### src/pkg/frws_defines.vh
// Register offsets, field positions, unlock keys and region limits of the row write sequencer
`ifndef FRWS_DEFINES_VH
`define FRWS_DEFINES_VH
`define FRWS_OFS_ADDR_LOW    12'h81a
`define FRWS_OFS_ADDR_HIGH   12'h81b
`define FRWS_OFS_WDATA_LOW   12'h81c
`define FRWS_OFS_WDATA_HIGH  12'h81d
`define FRWS_OFS_CTRL        12'h81e
`define FRWS_OFS_UNLOCK_KEY  12'h81f
`define FRWS_OFS_DONE        12'h820
`define FRWS_CTRL_RD         0
`define FRWS_CTRL_WR         1
`define FRWS_CTRL_PROGRAM_ENABLE       2
`define FRWS_CTRL_WRERR      3
`define FRWS_CTRL_FREE       4
`define FRWS_CTRL_LATCH_ONLY       5
`define FRWS_CTRL_REGSEL     6
`define FRWS_DONE_FLAG       0
`define FRWS_DONE_IE         1
`define FRWS_KEY_FIRST       8'h55
`define FRWS_KEY_SECOND      8'haa
`define FRWS_LATCH_BLANK     15'h7fff
`define FRWS_LATCH_COUNT     32
`define FRWS_UID_LO          16'h8000
`define FRWS_UID_HI          16'h8003
`define FRWS_ID_LO           16'h8005
`define FRWS_ID_HI           16'h8006
`define FRWS_CFG_LO          16'h8007
`define FRWS_CFG_HI          16'h800b
`define FRWS_INFO_LO         16'h8100
`define FRWS_INFO_HI         16'h82ff
`define FRWS_EE_LO           16'hf000
`define FRWS_EE_HI           16'hf0ff
`define FRWS_CMD_READ        2'h0
`define FRWS_CMD_ERASE       2'h1
`define FRWS_CMD_WRITE       2'h2
`endif

### src/frws_top.v
// Flash row write sequencer: register file, unlock check, write latches and flash array sequencing
//
// Implementation choices: the register offsets and strobed register access.
`timescale 1ns/1ns
`default_nettype none
`include "frws_defines.vh"
module frws_top #(
   parameter AW = 12,
   parameter DW = 14
) (
   input  wire          clk,
   input  wire          rst_n,
   input  wire [AW-1:0] reg_addr,
   input  wire [7:0]    reg_wdata,
   input  wire          reg_wr,
   input  wire          reg_rd,
   output reg  [7:0]    reg_rdata_r,
   input  wire          write_protect,
   output reg           fl_req_r,
   output reg  [1:0]    fl_cmd_r,
   output reg  [15:0]   fl_addr_r,
   output reg  [DW-1:0] fl_wdata_r,
   input  wire          fl_ack,
   input  wire [DW-1:0] fl_rdata,
   output reg           cpu_stall_r,
   output reg           irq_r
);
   localparam NL = `FRWS_LATCH_COUNT;
   localparam [14:0] BLANK_FULL = `FRWS_LATCH_BLANK;
   localparam [2:0] S_IDLE  = 3'h0;
   localparam [2:0] S_LATCH = 3'h1;
   localparam [2:0] S_PROG  = 3'h2;
   localparam [2:0] S_ERASE = 3'h3;
   localparam [2:0] S_WORD  = 3'h4;
   localparam [2:0] S_READ  = 3'h5;
   localparam [1:0] K_NONE  = 2'h0;
   localparam [1:0] K_FIRST = 2'h1;
   localparam [1:0] K_BOTH  = 2'h2;

   wire [DW-1:0]    blank = BLANK_FULL[DW-1:0];
   reg  [14:0]      addr_r;
   reg  [DW-1:0]    wdata_r;
   reg              regsel_r;
   reg              latch_only_r;
   reg              free_r;
   reg              wrerr_r;
   reg              program_enable_r;
   reg              wr_r;
   reg              rd_r;
   reg              done_flag_r;
   reg              done_ie_r;
   reg  [1:0]       key_r;
   reg  [2:0]       state_r;
   reg  [4:0]       cnt_r;
   reg  [NL*DW-1:0] latch_r;
   reg              latch_we;
   reg              latch_clr;
   reg  [7:0]       rd_nxt;

   wire        idle     = (state_r == S_IDLE);
   wire        wr_ctrl  = reg_wr && idle && (reg_addr == `FRWS_OFS_CTRL);
   wire        wr_key   = reg_wr && idle && (reg_addr == `FRWS_OFS_UNLOCK_KEY);
   wire        go_wr    = wr_ctrl && reg_wdata[`FRWS_CTRL_WR];
   wire        go_rd    = wr_ctrl && reg_wdata[`FRWS_CTRL_RD] && !reg_wdata[`FRWS_CTRL_WR];
   wire        unlocked = (key_r == K_BOTH);
   wire [15:0] full_adr = {regsel_r, addr_r};
   // Region windows only matter with the region bit set
   wire in_uid  = (full_adr >= `FRWS_UID_LO) && (full_adr <= `FRWS_UID_HI);
   wire in_id   = (full_adr >= `FRWS_ID_LO) && (full_adr <= `FRWS_ID_HI);
   wire in_cfg  = (full_adr >= `FRWS_CFG_LO) && (full_adr <= `FRWS_CFG_HI);
   wire in_info = (full_adr >= `FRWS_INFO_LO) && (full_adr <= `FRWS_INFO_HI);
   wire in_ee   = (full_adr >= `FRWS_EE_LO) && (full_adr <= `FRWS_EE_HI);
   wire reg_rdok = in_uid || in_id || in_cfg || in_info || in_ee;
   wire reg_wrok = in_uid || in_cfg || in_ee;
   // Latch loads ignore protection; only real array writes check it
   wire needs_wp = regsel_r ? (!reg_wrok || free_r || write_protect) :
                   (write_protect && (free_r || !latch_only_r));
   wire [DW-1:0] cur_latch = latch_r[cnt_r*DW +: DW];
   wire prog_last = (cnt_r == NL[4:0] - 5'h1);

   // One latch per entry; blank after every row write or erase
   genvar gi;
   generate
      for (gi = 0; gi < NL; gi = gi + 1) begin : g_latch
         always @(posedge clk or negedge rst_n) begin
            if (!rst_n) begin
               latch_r[gi*DW +: DW] <= {DW{1'b1}};
            end else if (latch_clr) begin
               latch_r[gi*DW +: DW] <= blank;
            end else if (latch_we && (addr_r[4:0] == gi)) begin
               latch_r[gi*DW +: DW] <= wdata_r;
            end
         end
      end
   endgenerate

   // Unlock tracker: any other access between the keys breaks it
   always @(posedge clk or negedge rst_n) begin
      if (!rst_n) begin
         key_r <= K_NONE;
      end else if (wr_key) begin
         if (reg_wdata == `FRWS_KEY_FIRST) begin
            key_r <= K_FIRST;
         end else if (key_r == K_FIRST && reg_wdata == `FRWS_KEY_SECOND) begin
            key_r <= K_BOTH;
         end else begin
            key_r <= K_NONE;
         end
      end else if (reg_wr || reg_rd) begin
         key_r <= K_NONE;
      end
   end

   // Register writes, sequencer and flash array handshake
   always @(posedge clk or negedge rst_n) begin
      if (!rst_n) begin
         addr_r      <= 15'h0000;
         wdata_r     <= {DW{1'b0}};
         regsel_r    <= 1'b0;
         latch_only_r      <= 1'b0;
         free_r      <= 1'b0;
         wrerr_r     <= 1'b0;
         program_enable_r      <= 1'b0;
         wr_r        <= 1'b0;
         rd_r        <= 1'b0;
         done_flag_r <= 1'b0;
         done_ie_r   <= 1'b0;
         state_r     <= S_IDLE;
         cnt_r       <= 5'h00;
         latch_we    <= 1'b0;
         latch_clr   <= 1'b0;
         fl_req_r    <= 1'b0;
         fl_cmd_r    <= `FRWS_CMD_READ;
         fl_addr_r   <= 16'h0000;
         fl_wdata_r  <= {DW{1'b0}};
         cpu_stall_r <= 1'b0;
         irq_r       <= 1'b0;
      end else begin
         latch_we  <= 1'b0;
         latch_clr <= 1'b0;
         irq_r     <= done_flag_r && done_ie_r;
         if (reg_wr && idle) begin
            case (reg_addr)
               `FRWS_OFS_ADDR_LOW:   addr_r[7:0]    <= reg_wdata;
               `FRWS_OFS_ADDR_HIGH:  addr_r[14:8]   <= reg_wdata[6:0];
               `FRWS_OFS_WDATA_LOW:  wdata_r[7:0]   <= reg_wdata;
               `FRWS_OFS_WDATA_HIGH: wdata_r[13:8]  <= reg_wdata[5:0];
               `FRWS_OFS_CTRL: begin
                  regsel_r <= reg_wdata[`FRWS_CTRL_REGSEL];
                  latch_only_r   <= reg_wdata[`FRWS_CTRL_LATCH_ONLY];
                  free_r   <= reg_wdata[`FRWS_CTRL_FREE];
                  program_enable_r   <= reg_wdata[`FRWS_CTRL_PROGRAM_ENABLE];
                  wrerr_r  <= reg_wdata[`FRWS_CTRL_WRERR];
               end
               `FRWS_OFS_DONE: begin
                  done_ie_r <= reg_wdata[`FRWS_DONE_IE];
                  if (!reg_wdata[`FRWS_DONE_FLAG]) begin
                     done_flag_r <= 1'b0;
                  end
               end
               default: begin
               end
            endcase
         end
         case (state_r)
            S_IDLE: begin
               if (go_wr) begin
                  if (!unlocked) begin
                     wrerr_r <= 1'b1;
                  end else if (!reg_wdata[`FRWS_CTRL_PROGRAM_ENABLE]) begin
                     wr_r <= 1'b0;
                  end else if (needs_wp) begin
                     wr_r    <= 1'b0;
                     wrerr_r <= 1'b1;
                  end else if (free_r) begin
                     wr_r        <= 1'b1;
                     state_r     <= S_ERASE;
                     fl_req_r    <= 1'b1;
                     fl_cmd_r    <= `FRWS_CMD_ERASE;
                     fl_addr_r   <= {regsel_r, addr_r[14:5], 5'h00};
                     cpu_stall_r <= 1'b1;
                  end else if (regsel_r) begin
                     wr_r        <= 1'b1;
                     state_r     <= S_WORD;
                     fl_req_r    <= 1'b1;
                     fl_cmd_r    <= `FRWS_CMD_WRITE;
                     fl_addr_r   <= full_adr;
                     fl_wdata_r  <= wdata_r;
                     cpu_stall_r <= 1'b1;
                  end else begin
                     wr_r     <= 1'b1;
                     latch_we <= 1'b1;
                     cnt_r    <= 5'h00;
                     state_r  <= latch_only_r ? S_LATCH : S_PROG;
                  end
               end else if (go_rd) begin
                  if (regsel_r && !reg_rdok) begin
                     wdata_r <= {DW{1'b0}};
                  end else begin
                     rd_r      <= 1'b1;
                     state_r   <= S_READ;
                     fl_req_r  <= 1'b1;
                     fl_cmd_r  <= `FRWS_CMD_READ;
                     fl_addr_r <= full_adr;
                  end
               end
            end
            S_LATCH: begin
               wr_r    <= 1'b0;
               state_r <= S_IDLE;
            end
            S_PROG: begin
               // No erase is issued here; target row must already be blank
               cpu_stall_r <= 1'b1;
               if (!fl_req_r) begin
                  fl_req_r   <= 1'b1;
                  fl_cmd_r   <= `FRWS_CMD_WRITE;
                  fl_addr_r  <= {1'b0, addr_r[14:5], cnt_r};
                  fl_wdata_r <= cur_latch;
               end else if (fl_ack) begin
                  fl_req_r <= 1'b0;
                  cnt_r    <= cnt_r + 5'h01;
                  if (prog_last) begin
                     latch_clr   <= 1'b1;
                     wr_r        <= 1'b0;
                     done_flag_r <= 1'b1;
                     cpu_stall_r <= 1'b0;
                     state_r     <= S_IDLE;
                  end
               end
            end
            S_ERASE, S_WORD: begin
               if (fl_ack) begin
                  fl_req_r    <= 1'b0;
                  latch_clr   <= 1'b1;
                  wr_r        <= 1'b0;
                  done_flag_r <= 1'b1;
                  cpu_stall_r <= 1'b0;
                  state_r     <= S_IDLE;
               end
            end
            S_READ: begin
               if (fl_ack) begin
                  fl_req_r <= 1'b0;
                  wdata_r  <= fl_rdata;
                  rd_r     <= 1'b0;
                  state_r  <= S_IDLE;
               end
            end
            default: begin
               state_r <= S_IDLE;
            end
         endcase
      end
   end

   // Read mux; unmapped offsets read zero
   always @* begin
      rd_nxt = 8'h00;
      case (reg_addr)
         `FRWS_OFS_ADDR_LOW:   rd_nxt = addr_r[7:0];
         `FRWS_OFS_ADDR_HIGH:  rd_nxt = {1'b0, addr_r[14:8]};
         `FRWS_OFS_WDATA_LOW:  rd_nxt = wdata_r[7:0];
         `FRWS_OFS_WDATA_HIGH: rd_nxt = {2'b00, wdata_r[13:8]};
         `FRWS_OFS_CTRL:       rd_nxt = {1'b0, regsel_r, latch_only_r, free_r, wrerr_r, program_enable_r, wr_r, rd_r};
         `FRWS_OFS_DONE:       rd_nxt = {6'h00, done_ie_r, done_flag_r};
         default:              rd_nxt = 8'h00;
      endcase
   end

   always @(posedge clk or negedge rst_n) begin
      if (!rst_n) begin
         reg_rdata_r <= 8'h00;
      end else if (reg_rd) begin
         reg_rdata_r <= rd_nxt;
      end else begin
         reg_rdata_r <= 8'h00;
      end
   end
endmodule // frws_top
`default_nettype wire

### config.mk
export PLATFORM = sky130hd
export DESIGN_NAME = frws_top
export DESIGN_NICKNAME = d
export VERILOG_FILES = /design/src/frws_top.v
export VERILOG_INCLUDE_DIRS = /design/src /design/src/pkg
export SDC_FILE = /design/constraint.sdc
export NUM_CORES = 1
export LEC_CHECK = 0
export BUFFER_PORTS_ARGS = -buffer_cell sky130_fd_sc_hd__buf_4
export CORE_ASPECT_RATIO = 0.7
export CORE_MARGIN = 2
export CORE_UTILIZATION = 35
export CTS_BUF_LIST = sky130_fd_sc_hd__clkbuf_4
export CTS_CLUSTER_DIAMETER = 200
export DETAILED_ROUTE_END_ITERATION = 7
export GPL_ROUTABILITY_DRIVEN = 0
export HOLD_SLACK_MARGIN = 0.03
export SLEW_MARGIN = 15
export SYNTH_ARGS = -nofsm -noshare
export SYNTH_HDL_FRONTEND = slang
export SYNTH_SLANG_ARGS = --single-unit
### constraint.sdc
create_clock -name clk -period 3.4 [get_ports clk]
set_clock_uncertainty 0.2 [all_clocks]
set_input_delay 0.51 -clock clk [delete_from_list [all_inputs] [get_ports clk]]
set_output_delay 0.51 -clock clk [all_outputs]
set_load 0.01 [all_outputs]
* Word-level counts from Yosys, hierarchy flattened
Index checks and enable logic that the tools add are counted. Widths: inputs -> output; s select.
Word-level totals: input bits 40, bits in latches 0, output and inout port bits 43, memories 0, RAM bits 0, word-level logic and storage cells 440, register bits after elaboration 541, memory bits (read-only) 0
Operators by class: bitwise logic cells 0, add/subtract/negate cells 1, reduce and logical (&&, ||, !) cells 115, multipliers 1, order comparisons 10, shift operators 1, eq/ne operators 72, divide/modulo/power cells 0, multiplexer cells 184
Operator list (count):
- $mux 14 | 76
- $shiftx 448x10->14 | 1
- $mux 16 | 9
- $eq 5x5->1 const B | 17
- $eq 12x12->1 const B | 7
- $ge 16x16->1 const B | 5
- $le 16x16->1 const B | 5
- $reduce_bool 2->1 | 35
- $pmux 14 s2 | 2
- $mux 1 | 49
- $pmux 8 s6 | 1
- $logic_and 1x1->1 | 47
- $eq 5x4->1 const B | 8
- $mux 5 | 8
- $mux 3 | 12
- $pmux 16 s2 | 1
- $mux 2 | 14
- $ne 2x2->1 const B | 13
- $reduce_and 8->1 | 3
- $eq 5x3->1 const B | 4
- $reduce_and 9->1 | 2
- $mux 8 | 2
- $reduce_and 7->1 | 2
- $ne 3x3->1 const B | 4
- other kinds (32) | 57

* Logic depth before layout (Yosys ltp)
depth after elaboration 13, mapped depth 10, gate-level depth less buffers 8

* Worst setup path before layout
OpenSTA, ideal clock, no wires.
path kind in2reg, start point input reg_addr[9], end point register fl_addr_r[10], buffers on the path 1, stages 8, arrival 2.470 ns, path slack 0.605 ns, setup time 0.125 ns, cell sequence nor4b_4 -> nand4_2 -> or2_4 -> o21ai_0 -> o21ai_4 -> a21oi_4 -> buf_8 -> mux2_4
Between the ends: word-level cells in the longest chain between the ends 6, elaborated cells between the ends (all ways) 14
Ends and longest elaborated chain:
- from (decl) | RTL line frws_top.v:13 | input wire [AW-1:0] reg_addr,
- $eq 12x12->1 *
- $logic_and 1x1->1 * | RTL line frws_top.v:61 | wire wr_ctrl = reg_wr && idle && (reg_addr == `FRWS_OFS_CTRL);
- $logic_and 1x1->1 (2 in a row) | RTL line frws_top.v:64 | wire go_rd = wr_ctrl && reg_wdata[`FRWS_CTRL_RD] && !reg_wdata[`FRWS_CTRL_WR];
- $ne 3x1->1 (no line)
- $reduce_and 8->1 (no line)
- to (signal assigned) | RTL line frws_top.v:180 | fl_addr_r <= {regsel_r, addr_r[14:5], 5'h00};
- to (signal assigned) | RTL line frws_top.v:187 | fl_addr_r <= full_adr;
- to (signal assigned) | RTL line frws_top.v:204 | fl_addr_r <= full_adr;
- to (decl) | RTL line frws_top.v:21 | output reg [15:0] fl_addr_r,
Every way passes the cells marked *; elsewhere a longest branch is shown, timed or not. A chain may end at the register's enable or synchronous reset.

* Final worst setup path
start point input reg_addr[6], end point register latch_we
Between the ends: word-level cells in the longest chain between the ends 5
Ends and longest elaborated chain:
- $eq 12x12->1
- $logic_and 1x1->1 | RTL line frws_top.v:61
- $logic_and 1x1->1 | RTL line frws_top.v:63 | wire go_wr = wr_ctrl && reg_wdata[`FRWS_CTRL_WR];
- $mux 1 | RTL line frws_top.v:167 | if (go_wr) begin
- $mux 1 | RTL line frws_top.v:165 | case (state_r)
- to (signal assigned) | RTL line frws_top.v:130 | latch_we <= 1'b0;
- to (signal assigned) | RTL line frws_top.v:139 | latch_we <= 1'b0;
- to (signal assigned) | RTL line frws_top.v:192 | latch_we <= 1'b1;
- to (decl) | RTL line frws_top.v:56 | reg latch_we;
Every way passes these cells.

==> metrics.txt <==
status completed; Fillers 7367; Final #Nets 2549; synthesized area 27700 um^2; DP HPWL 51700 um; adder-cell area share of the yosys netlist 0.0902%; drt wl/cell 22.7 um; type of origin of the critical path input pin; final hold vios 0; Chip Height around 240 um; via count 20600; CP Capture Type register; Leak roughly 11 nW; worst vdd ir about 0.31 mV; Max-cap violations 0; Period minus WS final between 3 and 4 ns; Yosys cell types between 60 and 70; first-pass GRT wire length 128000 um; Worst EP required ~4.1 ns; Pre-antenna DRT Iters 6; Synth Area in Compound Gates 14.5%; CORE AREA 78600 um^2; Root Buffer clkbuf_4; die width roughly 340 um; clk slew on worst S/H paths around 0.070 ns; sequential share of the synthesized area roughly half; Setup CP Type input pin to register; initial drt markers 1919; FP Rows 86; worst min-delay path class input pin to register; CTS max path bufs 3; Tcrit/Tclk final between 90% and 100%; Simple-Gate Fraction of Synth Area ~17%; YS warnings 0; Post-synth EDFFs 0; Synth-to-Final Area Change 16.7%; area of the multi-input gates 12700 um^2; largest family of logic cells by synthesized area simple AND/OR/NAND/NOR gates; Synth top area share 42.4%; Fmax 301 MHz; Reg area between 10000 and 15000 um^2; total negative slack 0 ns; Worst-Skew Late Latency 0.94 ns; setup ws final 0.0758 ns; synthesized instance count 2339; largest net degree at the start of global routing 96; die footprint between 80000 and 90000 um^2; dpl cells roughly 3400; number of global-route vias before repair between 20000 and 25000; Remaining DRCs 0; multiplexer area fraction after synthesis around 14%; CTS Sinks 541; layout cells sized above 1 between 40% and 50%; Pwr Total 15.9 mW; initial antenna violation count 5; GRT Total Usage 20.4%; IO Count 83; Via density 5.63; Initial Utilization a little over a third; H-tree depth 4; Async SR Flop Fraction 100%; ANT nets after route 0; #FFs+latches synth 541; Finished Layout Cells 3661; xor and xnor area share after synthesis 0%; P per Cell Area 490 nW/um^2; CTS Buf Count 137; measured slew at the worst slew-check pin 1.08 ns; Mapped Nets 2381; unrepaired setup endpoints after global routing false; port bufs 82; CTS tree built; worst slack at placement 0.0412 ns; synth top area cells dfstp_2, a211o_1, mux4_2; Slew Limit Fails 0; max_slew headroom between 20% and 30%; global route total overflow 0; Routed WL 83100 um; Avg Cell Area, Syn 11.9 um^2; Yosys top cell by area dfstp_2; CP arrival 3.97 ns; Critical Path Fanout Max 5; WHS 0.168 ns; Setup Viol. Count Final 0; Most used DFF post-synth dfstp_2
==> Yosys cell counts (12+ instances only) <==
cell	number
a211o_1	364
a21oi_1	21
a22oi_1	13
buf_1	33
buf_2	24
clkbuf_1	169
dfrtp_1	93
dfstp_2	448
inv_1	15
mux2_2	51
mux2_4	13
mux2i_1	34
mux4_2	126
nand2_1	239
nand3_1	15
nand3b_1	87
nor2_1	56
nor2b_1	374
nor3_1	12
o21ai_0	27
o22ai_1	25
==> through the flow <==
| stage | util [%] | cell area, um^2 |
|---|---|---|
| floorplan | - | 27700 |
| global placement | 38.0 | 29900 |
| detailed placement | 38.0 | 29900 |
| CTS | 41.1 | 32300 |
| global route | 41.2 | 32300 |
| finish | 41.2 | 32400 |
==> where the power goes <==
| part | internal (mW) | total [mW] | switching [mW] |
|---|---|---|---|
| clock | 2.99 | 5.81 | 2.83 |
| sequential | 6.69 | 7.28 | 0.589 |
| combinational | 0.965 | 2.77 | 1.81 |
| total | 10.6 | 15.9 | 5.22 |
==> kinds of logic after synthesis <==
kind of cell             count (synthesis)
multiplexers                           224
buffers and inverters                  245
AND/OR/NAND/NOR                        837
adder cells (fa/ha/maj)                  2
AO/OA/AOI/OAI                          490
flip-flops                             541
==> area by class of cell <==
class	count	area share, %
Clock inverter	29	0.708
Antenna cell	3	0.0232
Clock buffer	205	4.76
Timing Repair Buffer	259	7.23
Sequential cell	541	43.6
Inverter	15	0.174
Multi-Input combinational cell	1553	39.4
Tap cell	1056	4.08
==> timing repair <==
action                                 in CTS  in global routing
buffers inserted                            0                  6
resized for setup                           0                  1
setup endpoints to repair                   0                 24
endpoints found under the hold margin     255                  0
hold buffers                               65                  0
==> critical path: stages <==
cell           delay, ns
dlygate4sd3_1       0.53
buf_4               0.14
nor2_1              0.13
dlygate4sd3_1       0.58
nand4_2             0.14
or2_4               0.29
dlygate4sd3_1       0.58
nor2_1              0.20
dlygate4sd3_1       0.61
nand2_1             0.08
nor3_1              0.17
==> registers in the layout, summed over array words and instances (netlist names), 2 cells and up <==
signal,cells
latch_r,448
fl_addr_r,16
addr_r,15
fl_wdata_r,14
wdata_r,14
reg_rdata_r,8
cnt_r,5
state_r,3
fl_cmd_r,2
key_r,2
==> path summary, 6_finish.rpt <==
path	endpoint	depth (start not counted)	slack, ns	startpoint
max	latch_we$_DFF_PN0_	11	0.08	reg_addr[6]
min	state_r[1]$_DFFE_PN0P_	6	0.17	reg_addr[5]
max reg2reg	done_flag_r$_DFF_PN0_	8	0.23	cnt_r[1]$_DFFE_PN0P_
min reg2reg	latch_r[142]$_DFFE_PN1P_	2	0.28	latch_r[142]$_DFFE_PN1P_
max in group asynchronous	latch_r[50]$_DFFE_PN1P_	3	2.01	rst_n
min in group asynchronous	latch_r[38]$_DFFE_PN1P_	2	0.29	rst_n
==> layer usage <==
layer	share of wire (%)	up-vias	routed length [um]	GRT usage [%]
met5	0	-	0	0
met2	42	871	35200	28.5
met1	47	10700	39000	30.5
met4	1.7	0	1400	5.21
li1	-	8899	-	-
met3	9.1	138	7590	5.75
==> placed cells by master (no fill, tap or decap), types with 39 or more instances in the layout <==
master	count
nand3b_1	87
mux4_2	126
mux2_2	51
nor2b_1	374
clkbuf_4	205
nor2_1	39
dfrtp_1	88
a211o_1	364
dfstp_2	448
nand2_1	239
buf_4	175
dlygate4sd3_1	65
No activity file was read; power rests on OpenSTA's default activity.
